$ cat src/rtl/strap_pkg.sv
// strap_pkg: constants for the reset-time strap and boot-select logic.
// assumes one system clock; every pin strap reaches the logic through a synchroniser.
package strap_pkg;

  // program-space geometry of the boot rom window
  localparam int          PROG_ADDR_W   = 16;
  localparam int          BOOT_WORDS    = 256;
  localparam int          BOOT_IDX_W    = 8;
  localparam int          WORD_W        = 16;
  localparam logic [15:0] BOOT_BASE     = 16'h0000;
  localparam logic [15:0] BOOT_LAST     = 16'h00FF;

  // boot-enable bit of system_control_reg2, active low (0 = boot rom mapped)
  localparam int          BOOT_EN_BIT   = 3;
  localparam logic        BOOT_EN_ON    = 1'h0;
  localparam logic        BOOT_EN_OFF   = 1'h1;

  // pll state after the block-level reset, before any pin reset is seen
  localparam logic        PLL_BYPASS_RST = 1'h0;

  // synchroniser depth for pin inputs
  localparam int          SYNC_STAGES   = 2;

  // phase of the device reset pin as seen by the strap logic
  typedef enum logic [1:0] {
    PHASE_IDLE    = 2'b00,
    PHASE_HELD    = 2'b01,
    PHASE_RUN     = 2'b10
  } reset_phase_type;

endpackage : strap_pkg

$ cat src/rtl/pin_sync.sv
// pin_sync: two-stage synchroniser for a group of asynchronous pin levels.
// assumes the inputs are slow levels; pulses shorter than a clock may be lost.
`timescale 1ns/100ps

module pin_sync #(
  parameter int         WIDTH     = 1,
  parameter logic [WIDTH-1:0] RST_VAL = '0
) (
  // clock and reset
  input  wire logic             clk_sys_i,
  input  wire logic             rst_i,
  // asynchronous levels in, synchronised levels out
  input  wire logic [WIDTH-1:0] pin_i,
  output logic      [WIDTH-1:0] sync_o
);

  logic [WIDTH-1:0] meta_r;   // first stage, read only by the second

  initial begin
    if (WIDTH < 1) begin
      $error("pin_sync: WIDTH must be at least 1");
    end
  end

  // two flops in a row; the first is never looked at by any other logic
  always_ff @(posedge clk_sys_i) begin
    if (rst_i) begin
      meta_r <= RST_VAL;
      sync_o <= RST_VAL;
    end else begin
      meta_r <= pin_i;
      sync_o <= meta_r;
    end
  end

endmodule : pin_sync

$ cat src/rtl/reset_strap_boot_select.sv
// reset_strap_boot_select: samples jtag straps during a pin reset to pick pll
// bypass and boot rom mapping, keeps the software boot-enable bit and maps the
// 256-word boot rom over program addresses 0000h..00FFh.
// assumes pins are asynchronous (synchronised here) and software access to the
// boot-enable bit arrives as a same-clock write strobe with data.
`timescale 1ns/100ps

module reset_strap_boot_select #(
  parameter logic [strap_pkg::BOOT_WORDS-1:0][strap_pkg::WORD_W-1:0] BOOT_IMAGE = '0
) (
  // clock and block reset
  input  wire logic                              clk_sys_i,
  input  wire logic                              rst_i,
  // device pins, asynchronous
  input  wire logic                              device_reset_pin_n_i,
  input  wire logic                              jtag_tms_i,
  input  wire logic                              jtag_trst_n_i,
  input  wire logic                              jtag_tdi_i,
  input  wire logic                              power_drive_protect_input_n_i,
  // software access to system_control_reg2 boot-enable bit
  input  wire logic                              boot_en_wr_i,
  input  wire logic                              boot_en_wdata_i,
  output logic                                   boot_en_bit_o,
  // program-space fetch
  input  wire logic                              prog_rd_i,
  input  wire logic [strap_pkg::PROG_ADDR_W-1:0] prog_addr_i,
  output logic                                   boot_rom_sel_o,
  output logic                                   flash_sel_o,
  output logic      [strap_pkg::WORD_W-1:0]      boot_rom_data_o,
  // clock control and status
  output logic                                   pll_bypass_o,
  output logic                                   device_in_reset_o,
  output logic                                   boot_strap_o,
  output logic                                   loader_pdp_fault_o
);

  // synchronised pin levels
  logic                         rst_pin_n_s;
  logic                         tms_s;
  logic                         trst_n_s;
  logic                         tdi_s;
  logic                         pdp_n_s;

  // state
  strap_pkg::reset_phase_type   phase_r;
  strap_pkg::reset_phase_type   phase_nxt;
  logic                         pll_bypass_r;
  logic                         pll_bypass_nxt;
  logic                         boot_en_r;
  logic                         boot_en_nxt;
  logic [strap_pkg::WORD_W-1:0] rom_data_r;
  logic                         pdp_fault_r;

  // decode wires
  logic                         reset_held;
  logic                         strap_bypass;
  logic                         boot_cond;
  logic                         tdi_trst_low;
  logic                         in_boot_range;
  logic                         rom_mapped;
  logic                         rom_hit;
  logic [strap_pkg::BOOT_IDX_W-1:0] rom_idx;

  // elaboration check: the rom window must match the index width
  initial begin
    if (strap_pkg::BOOT_WORDS != (1 << strap_pkg::BOOT_IDX_W)) begin
      $error("reset_strap_boot_select: boot rom size and index width disagree");
    end
    if (strap_pkg::BOOT_LAST - strap_pkg::BOOT_BASE + 1 != strap_pkg::BOOT_WORDS) begin
      $error("reset_strap_boot_select: boot window does not span the rom");
    end
  end

  // pins come from the board and the emulator pod, so all of them are
  // synchronised; reset pin starts as asserted so straps are sampled first
  pin_sync #(
    .WIDTH   (5),
    .RST_VAL (5'h1E)
  ) u_pin_sync (
    .clk_sys_i (clk_sys_i),
    .rst_i     (rst_i),
    .pin_i     ({power_drive_protect_input_n_i, jtag_trst_n_i, jtag_tms_i,
                 jtag_tdi_i, device_reset_pin_n_i}),
    .sync_o    ({pdp_n_s, trst_n_s, tms_s, tdi_s, rst_pin_n_s})
  );

  // strap decode
  assign reset_held    = ~rst_pin_n_s;
  assign strap_bypass  = ~tms_s & ~trst_n_s;
  assign boot_cond     = ~trst_n_s & ~rst_pin_n_s & ~tdi_s;
  assign tdi_trst_low  = ~tdi_s & ~trst_n_s;

  // reset phase tracking: held while the pin is low, run once released
  always_comb begin
    phase_nxt = phase_r;
    case (phase_r)
      strap_pkg::PHASE_IDLE: begin
        if (reset_held) begin
          phase_nxt = strap_pkg::PHASE_HELD;
        end
      end
      strap_pkg::PHASE_HELD: begin
        if (!reset_held) begin
          phase_nxt = strap_pkg::PHASE_RUN;
        end
      end
      strap_pkg::PHASE_RUN: begin
        if (reset_held) begin
          phase_nxt = strap_pkg::PHASE_HELD;
        end
      end
      default: begin
        phase_nxt = strap_pkg::PHASE_IDLE;
      end
    endcase
  end

  // pll bypass follows the straps only while the pin reset is held, so the
  // choice freezes at release and a later reset can undo it
  always_comb begin
    pll_bypass_nxt = pll_bypass_r;
    if (reset_held) begin
      pll_bypass_nxt = strap_bypass;
    end
  end

  // boot-enable bit: strapped during reset, software may rewrite it after.
  // writes during a pin reset are dropped since the straps own the bit then
  always_comb begin
    boot_en_nxt = boot_en_r;
    if (reset_held) begin
      // mapping decided by condition at reset
      if (boot_cond && tdi_trst_low) begin
        boot_en_nxt = strap_pkg::BOOT_EN_ON;
      end else begin
        boot_en_nxt = strap_pkg::BOOT_EN_OFF;
      end
    end else if (boot_en_wr_i) begin
      boot_en_nxt = boot_en_wdata_i;
    end
  end

  // state registers
  always_ff @(posedge clk_sys_i) begin
    if (rst_i) begin
      phase_r      <= strap_pkg::PHASE_IDLE;
      pll_bypass_r <= strap_pkg::PLL_BYPASS_RST;
      boot_en_r    <= strap_pkg::BOOT_EN_OFF;
    end else begin
      phase_r      <= phase_nxt;
      pll_bypass_r <= pll_bypass_nxt;
      boot_en_r    <= boot_en_nxt;
    end
  end

  // program-space window decode; the rom is never selected during a pin reset
  assign in_boot_range = (prog_addr_i >= strap_pkg::BOOT_BASE) &&
                         (prog_addr_i <= strap_pkg::BOOT_LAST);
  assign rom_mapped    = (boot_en_r == strap_pkg::BOOT_EN_ON) && !reset_held;
  assign rom_hit       = prog_rd_i && in_boot_range && rom_mapped;
  assign rom_idx       = prog_addr_i[strap_pkg::BOOT_IDX_W-1:0];

  // bit at 1 routes window to flash
  assign boot_rom_sel_o = rom_hit;
  assign flash_sel_o    = prog_rd_i && !rom_hit && !reset_held;

  // rom read: data appears one clock after a selected fetch and then holds
  always_ff @(posedge clk_sys_i) begin
    if (rst_i) begin
      rom_data_r <= '0;
    end else if (rom_hit) begin
      rom_data_r <= BOOT_IMAGE[rom_idx];
    end
  end

  // loader guard: a low power-drive-protect level while the rom is being
  // fetched would let a shutdown interrupt hit the loader; flag it sticky.
  // a new event wins over the clear that a pin reset brings
  always_ff @(posedge clk_sys_i) begin
    if (rst_i) begin
      pdp_fault_r <= 1'h0;
    end else if (rom_hit && !pdp_n_s) begin
      // watch the protect input while loading
      pdp_fault_r <= 1'h1;
    end else if (reset_held) begin
      pdp_fault_r <= 1'h0;
    end
  end

  // outputs
  assign pll_bypass_o       = pll_bypass_r;
  assign boot_en_bit_o      = boot_en_r;
  assign boot_rom_data_o    = rom_data_r;
  assign device_in_reset_o  = (phase_r != strap_pkg::PHASE_RUN);
  assign boot_strap_o       = boot_cond;
  assign loader_pdp_fault_o = pdp_fault_r;

  // a reset pulse with new straps clears a bypass left by the debugger
  // nothing extra: reset_held re-samples the straps as shown above

endmodule : reset_strap_boot_select

$ cat config.mk
export PLATFORM = sky130hd
export DESIGN_NAME = reset_strap_boot_select
export DESIGN_NICKNAME = d
export VERILOG_FILES = /design/src/rtl/strap_pkg.sv /design/src/rtl/pin_sync.sv /design/src/rtl/reset_strap_boot_select.sv
export SDC_FILE = /design/constraint.sdc
export NUM_CORES = 1
export LEC_CHECK = 0
export BUFFER_PORTS_ARGS = -buffer_cell sky130_fd_sc_hd__buf_2
export CORE_MARGIN = 2
export CORE_UTILIZATION = 25
export CTS_CLUSTER_DIAMETER = 120
export DETAILED_ROUTE_END_ITERATION = 10
export GPL_TIMING_DRIVEN = 0
export PLACE_DENSITY = 0.55
export SLEW_MARGIN = 20
export SYNTH_ARGS = -nofsm -noshare
export SYNTH_HDL_FRONTEND = slang
export SYNTH_SLANG_ARGS = --single-unit
$ cat constraint.sdc
create_clock -name clk_sys_i -period 2.84 [get_ports clk_sys_i]
set_input_delay 0.568 -clock clk_sys_i [delete_from_list [all_inputs] [get_ports clk_sys_i]]
set_output_delay 0.568 -clock clk_sys_i [all_outputs]
set_load 0.03 [all_outputs]
==> metrics, run 1 <==
Netlist Area Pre-Place 633.1 um2; Yosys warning count 0; total clock buffers created by CTS 3; fillers 269; Reg area 300.3 um2; Final nets 134; fin crit share 82.73%; die width 54.33 um; hold-fix buffers at CTS 0; Die Y 54.33 um; Worst Path Required 2.27 ns; outcome complete, no violations; layer with the highest usage met2; drt wl/cell 6.891 um; Sw Share 25.92%; Worst Hold Class register to register; type of origin of the critical path primary input; Max Fanout on Critical Path 3; GPL Wtd Cong 0.6584; num rows 18; CTS tree done; post-synthesis average cell area 9.892 um2; max-slew violations 0; met3 global-route usage 3.279%; Port Buffers 24; Setup Skew 0.002387 ns; GRT met2 Usage 11.24%; DP Area 847.1 um2; Vias/cell 3.416; CP arrival 1.78 ns; Reg power frac 54.2%; Final Hold Vio Count 0; clock network power share 27.6%; H-tree Lvls 1; RSZ-0062 raised after global routing no; starting density of the core 26.03%; cells after synthesis 64; Clock Pin Slew Worst Setup and Hold Paths 0.08 ns; Bufs on Longest Clock Path 2; Final ANT Viol Nets 0; total power 407.4 uW; PwrDens 465.8 mW/mm2; via count 468; post-CTS setup repair buffer count 0; total grt overflow 0; Comb power frac 18.2%; Clock Root Buffer clkbuf_4; layout cells sized above 1 50.47%; Setup TNS 0 ns; drt total wl 944 um; max incr delay on CP 0.54 ns; post-cts sizing count 0; worst path cell trace buf_2 -> or4_4 -> nor4b_4 -> buf_2; Placeable Area 0.002432 mm2; crit path kind primary input to output port; maximum vdd drop 246.1 uV; sequential share of the synthesized area 47.43%; max capacitance violation total 0; Int Pwr 301.8 uW; Skew-Pair Late Insertion Delay 0.27 ns; first drt pass iteration count 2; Distinct cells, synth 21; GR Util met1 8.000%; Ports 49; cell mode on critical path buf_2; Max Clk Rate 425.6 MHz; number of synthesized register bits 15; Area Overhead vs Synth 38.14%; DPL Wire Length 823 um; setup violators final 0; clk sinks 15; gr usage total 6.792%; area of the multi-input gates 257.7 um2; Initial DRC Count 2; largest net degree at the start of global routing 11; Worst Setup End Kind output port; ant diodes 0; vias in the first global route 355; initial antenna violation count 0; NetSw 105.6 uW; Remaining DRCs 0; Final min period 2.349 ns; first-pass GRT wire length 1435 um; total die area 0.002951 mm2; fin area 874.6 um2; Worst path slowest cell or4_4; Static Leak 0.4709 nW
==> placed cells by master, fill, tap and decap left out <==
| cell type | instances |
|---|---|
| a21oi_1 | 1 |
| mux2i_1 | 1 |
| buf_2 | 24 |
| xor2_1 | 1 |
| or4_4 | 1 |
| nor2b_1 | 2 |
| nor2_1 | 4 |
| and3_1 | 1 |
| nand2b_1 | 1 |
| a21o_1 | 1 |
| buf_4 | 16 |
| a211oi_1 | 1 |
| a32o_1 | 1 |
| inv_1 | 1 |
| or2_2 | 8 |
| clkbuf_1 | 2 |
| nand2_1 | 2 |
| clkinv_2 | 1 |
| conb_1 | 16 |
| nor3_1 | 2 |
| nor4b_4 | 1 |
| clkbuf_4 | 3 |
| or3_1 | 1 |
| dfxtp_1 | 15 |
==> per-stage QoR <==
step	cells	setup WS, ns	hold slack (ns)	utilization [%]
floorplan	79	0.3470	0.3895	-
global placement	133	0.4873	0.3928	34.83
detailed placement	133	0.4759	0.3932	34.83
CTS	137	0.4773	0.4141	35.96
global route	137	0.4016	0.4344	35.96
finish	137	0.4906	0.4127	35.96
==> Yosys cell counts, drive strengths merged <==
library cell   n  area (um2)
buf           16       120.1
or4            1       11.26
nor2           4       15.01
a21oi          1       5.000
a21o           1       7.510
a211oi         1       7.510
or3            1       6.260
mux2i          1       10.01
conb           1       3.750
and3           1       6.260
or2            8       50.05
clkbuf         2       7.510
nand2          2       7.510
dfxtp         15       300.3
inv            1       3.750
a32o           1       10.01
nor3           2       10.01
xor2           1       8.760
nor2b          2       12.51
nand2b         1       6.260
nor4b          1       23.77
==> sequential cells by signal, summed over array words and instances, names as in the netlist <==
name	cells
u_pin_sync.meta_r	5
u_pin_sync.sync_o	5
phase_r	2
boot_en_bit_o	1
loader_pdp_fault_o	1
pll_bypass_o	1
==> final cells by class <==
cell class / instances / share of cell area, %
sequential: 15 / 34.33
tap: 30 / 4.292
clock inverter: 1 / 0.5722
multi-input combinational: 45 / 29.47
clock buffer: 3 / 2.575
timing repair buffer: 24 / 13.73
buffer: 18 / 14.59
inverter: 1 / 0.4292
==> power by group through the flow <==
| stage | sequential (mW) | combinational [mW] | clock (mW) |
|---|---|---|---|
| after floorplan | 0.226 | 0.0589 | 0 |
| after global placement | 0.226 | 0.0733 | 0 |
| after detailed placement | 0.226 | 0.0739 | 0 |
| after CTS | 0.221 | 0.0739 | 0.120 |
| after global routing | 0.222 | 0.0818 | 0.129 |
| final | 0.221 | 0.0741 | 0.113 |
==> worst max-delay path: cells and delay by family <==
kind	cells	cell delay, ns
and+or+nand+nor	2	0.87
buffers and inverters	2	0.34
==> path summary, 6_finish.rpt <==
path                        startpoint                   end  slack, ns  cells past startpoint
setup / recovery       prog_addr_i[13]        boot_rom_sel_o       0.49                      4
hold / removal    u_pin_sync.meta_r[4]  u_pin_sync.sync_o[4]       0.41                      1
setup reg to reg  u_pin_sync.sync_o[0]    loader_pdp_fault_o       1.62                      4
hold reg to reg   u_pin_sync.meta_r[4]  u_pin_sync.sync_o[4]       0.41                      1
==> cell families after synthesis <==
logic type	count (synthesis)	share of synthesized area, %
AO/OA/AOI/OAI	4	4.743
multiplexers	1	1.581
XOR/XNOR	1	1.384
AND/OR/NAND/NOR	23	23.52
other	1	0.5923
buffers and inverters	19	20.75
flip-flops	15	47.43
==> routing by layer <==
metal	share of wire [%]	up-vias
met5	0	-
met1	39	178
met2	47	30
met3	14	0
met4	0	0
li1	-	260
Note: power is estimated with default switching activity, not from simulation.
==> run 2, diff against run 1 <==
- PLACE_DENSITY: 0.55 -> 0.57
- clock period: 2.84 -> 2.1 ns (I/O delays scaled with it)
==> metrics, run 2 (synthesis results as in run 1) <==
Worst Path Required 1.68 ns (-0.59 ns); drt total wl 1011 um (+7.1%); drt wl/cell 7.380 um (+7.1%); via count 485 (+3.6%); commonest non-fill, non-tap cell in the layout buf_2; Area Overhead vs Synth 42.69%; Reg power frac 54.0% (-0.2 points); Skew-Pair Late Insertion Delay 0.27 ns (about the same); Clock Pin Slew Worst Setup and Hold Paths 0.07 ns (about the same); max incr delay on CP 0.54 ns (about the same); Setup crit start prog_addr_i[13]; CTS tree done; hold-fix buffers at CTS 0 (unchanged); ant diodes 0 (unchanged); Final WS setup 0.01403 ns (-0.4765 ns); Ports 49 (unchanged); Int Pwr 413.1 uW (+37%); crit path kind primary input to output port; Setup Skew 0.004473 ns (+0.002086 ns); first-pass GRT wire length 1435 um (unchanged); cell mode on critical path buf_6; Max Fanout on Critical Path 3 (unchanged); setup violators final 0 (unchanged); first drt pass iteration count 4 (+2); largest net degree at the start of global routing 11 (unchanged); Comb power frac 18.3% (about the same); Die Y 54.33 um (unchanged); Setup TNS 0 ns (unchanged); Worst Hold Class primary input to register; Max Clk Rate 479.4 MHz; Clock Root Buffer clkbuf_4; fin crit share 99.33%; starting density of the core 26.03% (unchanged); Initial DRC Count 4 (+2); clock network power share 27.7% (about the same); max capacitance violation total 0 (unchanged); layout cells sized above 1 51.40% (+0.93 points); final hold slack 0.3241 ns (-0.08862 ns); post-place setup slack -0.04405 ns (-0.5200 ns); Final ANT Viol Nets 0 (unchanged); total clock buffers created by CTS 3 (unchanged); Final nets 134 (unchanged); GPL Wtd Cong 0.6177 (-6.2%); max-slew violations 0 (unchanged); CP arrival 1.67 ns (-0.11 ns); NetSw 142.0 uW (+35%); total grt overflow 0 (unchanged); type of origin of the critical path primary input; maximum vdd drop 309.4 uV (+26%); Placeable Area 0.002432 mm2 (unchanged); Port Buffers 24 (unchanged); Worst path slowest cell or4_4; Final min period 2.086 ns; worst hold path startpoint jtag_trst_n_i; PwrDens 614.5 mW/mm2 (+32%); Bufs on Longest Clock Path 2 (unchanged); total die area 0.002951 mm2 (unchanged); total power 555.1 uW (+36%); outcome complete, no violations; vias in the first global route 368 (+3.7%); largest registers u_pin_sync.meta_r: 5 flops, u_pin_sync.sync_o: 5 flops, phase_r: 2 flops; initial antenna violation count 0 (unchanged); DPL Wire Length 832.8 um (+1.2%); Vias/cell 3.540 (+3.6%); fillers 265 (-1.5%); die width 54.33 um (unchanged); most frequent cells in the layout 21 x buf_2, 17 x buf_4, 16 x conb_1, 15 x dfxtp_1, 8 x or2_2; clk sinks 15 (unchanged); Remaining DRCs 0 (unchanged); Sw Share 25.59% (-0.33 points); Worst Setup End Kind output port; RSZ-0062 raised after global routing yes; Final Hold Vio Count 0 (unchanged); gr usage total 7.371% (+0.58 points); Static Leak 0.4758 nW (+1.1%); worst path cell trace buf_6 -> or4_4 -> nor4b_4 -> buf_6; R2R Path Start u_pin_sync.sync_o[0]; H-tree Lvls 1 (unchanged); num rows 18 (unchanged)
## run 2: area by class of cell
class	count	area (um2)	area share [%]
buffer	17	123.9	13.71
clock buffer	4	26.28	2.909
inverter	1	3.754	0.4155
multi-input combinational	45	265.3	29.36
sequential	15	300.3	33.24
tap	30	37.54	4.155
timing repair buffer	25	146.4	16.20
## run 2: power groups by stage
stage          logic, mW  clock network [mW]  registers (mW)
6_report           0.102               0.154           0.300
5_1_grt            0.112               0.182           0.301
4_1_cts            0.100               0.166           0.300
3_5_place_dp       0.101                   0           0.305
3_3_place_gp      0.0996                   0           0.305
2_1_floorplan     0.0802                   0           0.306
## run 2: per-layer routing
| metal | wire length (um) | track usage, % |
|---|---|---|
| met1 | 368 | 6.187 |
| met2 | 490 | 13.05 |
| met3 | 142 | 4.918 |
| met4 | 10 | 3.750 |
| met5 | 0 | 0 |
## run 2: metrics by stage
stage / util, % / cells / instance area [um2]
2_1_floorplan: - / 79 / 696.9
3_3_place_gp: 35.13 / 133 / 854.6
3_5_place_dp: 35.13 / 133 / 854.6
4_1_cts: 36.42 / 136 / 885.9
5_1_grt: 37.14 / 137 / 903.4
6_report: 37.14 / 137 / 903.4
## run 2: worst max-delay path, delay by kind of cell
family	cells	cell delay [ns]
AND/OR/NAND/NOR	2	0.97
buffers and inverters	2	0.28
## run 2: repair_timing
action | in CTS | in global routing
setup endpoints to repair | 1 | 2
hold endpoints to repair | 0 | 0
buffers inserted | 0 | 1
resized for setup | 2 | 4
pin swaps | 0 | 1
## run 2: worst paths after layout
kind / depth (start not counted) / endpoint / slack (ns)
worst max register to register: 4 / loader_pdp_fault_o / 0.74
worst min-delay path: 2 / u_pin_sync.meta_r[3] / 0.32
worst max-delay path: 4 / boot_rom_sel_o / 0.01
worst min register to register: 1 / u_pin_sync.sync_o[2] / 0.41
==> run 3, diff against run 2 <==
--- a/config.mk
+++ b/config.mk
@@ -16,3 +16,4 @@
 export SYNTH_ARGS = -nofsm -noshare
 export SYNTH_HDL_FRONTEND = slang
+export SYNTH_HIERARCHICAL = 1
 export SYNTH_SLANG_ARGS = --single-unit
==> constraint.sdc (replaced) <==
create_clock -name clk_sys_i -period 2.1 [get_ports clk_sys_i]
set_input_delay 0.42 -clock clk_sys_i [delete_from_list [all_inputs] [get_ports clk_sys_i]]
set_output_delay 0.42 -clock clk_sys_i [all_outputs]
set_load 0.02 [all_outputs]
==> metrics, run 3 <==
Worst Path Required 1.68 ns (about the same); fin area 869.6 um2 (-3.7%); asr flop ratio synth 0% (unchanged); crit path kind primary input to output port; maximum vdd drop 373.1 uV (+21%); Ports 49 (unchanged); hold-fix buffers at CTS 0 (unchanged); CP arrival 1.60 ns (-0.07 ns); post-cts sizing count 0 (-2); max incr delay on CP 0.54 ns (about the same); Area Overhead vs Synth 38.17%; Main synth FF type dfxtp_1; Clock Pin Slew Worst Setup and Hold Paths 0.08 ns (about the same); Cells after DPL 132 (-0.75%); vias in the first global route 327 (-11%); commonest non-fill, non-tap cell in the layout buf_2; setup violators final 0 (unchanged); number of synthesized register bits 15 (unchanged); Max Clk Rate 494.7 MHz (+3.2%); max capacitance violation total 0 (unchanged); most common library cells after synthesis 16 x buf_4, 15 x dfxtp_1, 8 x or2_1, 4 x nor2_1; GPL Wtd Cong 0.6555 (+6.1%); total clock buffers created by CTS 3 (unchanged); clock network power share 28.9% (+1.2 points); die width 54.18 um (-0.28%); first drt pass iteration count 2 (-2); RSZ-0062 raised after global routing no; R2R Path Start u_pin_sync/sync_o[0]; post-synthesis average cell area 9.990 um2 (+0.99%); total grt overflow 0 (unchanged); Final min period 2.022 ns (-0.06438 ns); Reg power frac 55.4% (+1.4 points); Worst Hold Class primary input to register; CTS tree done; Comb power frac 15.7% (-2.6 points); Setup crit start prog_addr_i[12]; area leader, netlist dfxtp_1; share of the synthesized area in the top cell type 47.71% (+0.28 points); Die Y 54.18 um (-0.28%); gr usage total 6.368% (-1.0 points); PwrDens 620.3 mW/mm2 (+0.94%); first-pass GRT wire length 1276 um (-11%); layout cells sized above 1 42.45% (-8.9 points); Finished Core Util 35.75% (-1.4 points); EDFF count, synth 0 (unchanged); type of origin of the critical path primary input; Netlist Area Pre-Place 629.4 um2 (-0.59%); Final ANT Viol Nets 0 (unchanged); most frequent cells in the layout 24 x buf_2, 16 x buf_4, 16 x conb_1, 15 x dfxtp_1, 8 x or2_1; Skew-Pair Late Insertion Delay 0.28 ns (about the same); Vias/cell 3.596 (+1.6%); Int Pwr 409.4 uW (-0.88%); initial antenna violation count 0 (unchanged); largest net degree at the start of global routing 15 (+4); Final Hold Vio Count 0 (unchanged); cell mode on critical path buf_2; Port Buffers 24 (unchanged); sequential share of the synthesized area 47.71% (+0.28 points); Setup TNS 0 ns (unchanged); Remaining DRCs 0 (unchanged); CP bufs+invs 2 (unchanged); R2R setup slack 0.88 ns (+0.14 ns); Final nets 133 (-0.75%); starting density of the core 25.87% (-0.15 points); Yosys warning count 6 (+6); H-tree Lvls 1 (unchanged); Worst Setup End Kind output port; Max Fanout on Critical Path 3 (unchanged); drt wl/cell 6.875 um (-6.8%); Sw Share 24.09% (-1.5 points); cells after synthesis 63 (-1.6%); RR Endpoint loader_pdp_fault_o; ant diodes 0 (unchanged); outcome complete, no violations; post-CTS setup repair buffer count 0 (unchanged); Placeable Area 0.002432 mm2 (unchanged); worst path cell trace buf_2 -> or4_4 -> nor4b_4 -> nor2_1 -> buf_2; Clock Root Buffer clkbuf_4; Bufs on Longest Clock Path 2 (unchanged); final cell count without fillers 136 (-0.73%); Setup Skew 0.004975 ns (+0.0005022 ns); NetSw 129.9 uW (-8.5%); via count 489 (+0.82%); CP endpoint flash_sel_o; top post-synthesis cells by area dfxtp_1 48%, buf_4 19%, or2_1 8.0%, nor4b_4 3.8%, nor2_1 2.4%; num rows 18 (unchanged); total power 539.4 uW (-2.8%); DP Area 843.3 um2 (-1.3%); Distinct cells, synth 21 (unchanged); most frequent cell after synthesis buf_4; max-slew violations 0 (unchanged); Static Leak 0.4636 nW (-2.6%); critical path depth in cells 5 (+1); cells on worst reg2reg path 4 (unchanged); largest registers u_pin_sync/meta_r: 5 flops, u_pin_sync/sync_o: 5 flops, phase_r: 2 flops; clk sinks 15 (unchanged); drt total wl 935 um (-7.5%); fin crit share 96.27% (-3.1 points); total die area 0.002935 mm2 (-0.55%); Worst path slowest cell or4_4; Initial DRC Count 4 (unchanged); fillers 258 (-2.6%); Crit path max-delay family simple AND/OR/NAND/NOR gates
run 3: cell types whose count changed after synthesis:
cell,before,now
or2_2,8,0
or2_1,0,8
clkbuf_1,2,1
run 3: cell families (layout without fill, tap and decap cells):
family	count (synthesis)	in the layout	share of synthesized area, %
other cells	1	16	0.5958
simple gates	23	23	23.66
xor+xnor	1	1	1.392
mux	1	1	1.591
flops	15	15	47.71
compound gates	4	4	4.772
buf+inv	18	46	20.28
run 3: worst min path at each step:
stage                                        startpoint                    to  slack [ns]  cells after the start
after floorplan                    u_pin_sync/meta_r[1]  u_pin_sync/sync_o[1]        0.38                      1
after global placement             u_pin_sync/meta_r[1]  u_pin_sync/sync_o[1]        0.39                      1
after detailed placement           u_pin_sync/meta_r[1]  u_pin_sync/sync_o[1]        0.39                      1
after CTS                                    jtag_tdi_i  u_pin_sync/meta_r[1]        0.31                      2
after global routing                      jtag_trst_n_i  u_pin_sync/meta_r[3]        0.31                      2
final                     power_drive_protect_input_n_i  u_pin_sync/meta_r[4]        0.32                      2
run 3: stage by stage:
step,hold WS [ns],worst slack [ns]
6_report,0.3172,0.07841
5_1_grt,0.3095,0.03861
4_1_cts,0.3083,0.06656
3_5_place_dp,0.3930,0.06679
3_3_place_gp,0.3873,0.08983
2_1_floorplan,0.3832,0.06860
run 3: area by class of cell:
cell class,instances,area [um2],area share [%]
Sequential cell,15,300.3,34.53
Multi-Input combinational cell,45,257.7,29.64
Buffer,17,123.9,14.24
Timing Repair Buffer,24,120.1,13.81
Tap cell,30,37.54,4.317
Clock buffer,4,26.28,3.022
Inverter,1,3.754,0.4317
run 3: power groups by stage:
stage	Sequential [mW]	Combinational (mW)	Clock [mW]
after CTS	0.299	0.0842	0.163
after detailed placement	0.305	0.0841	0
after floorplan	0.305	0.0634	0
after global routing	0.300	0.0945	0.179
final	0.299	0.0849	0.156
after global placement	0.305	0.0833	0
run 3: routing by layer:
metal  GRT usage (%)  vias up  routed length [um]
li1                -      256                   -
met1           6.198      199                 335
met2           10.04       31                 421
met3           3.333        3                 163
met4           5.000        0                  15
met5               0        -                   0
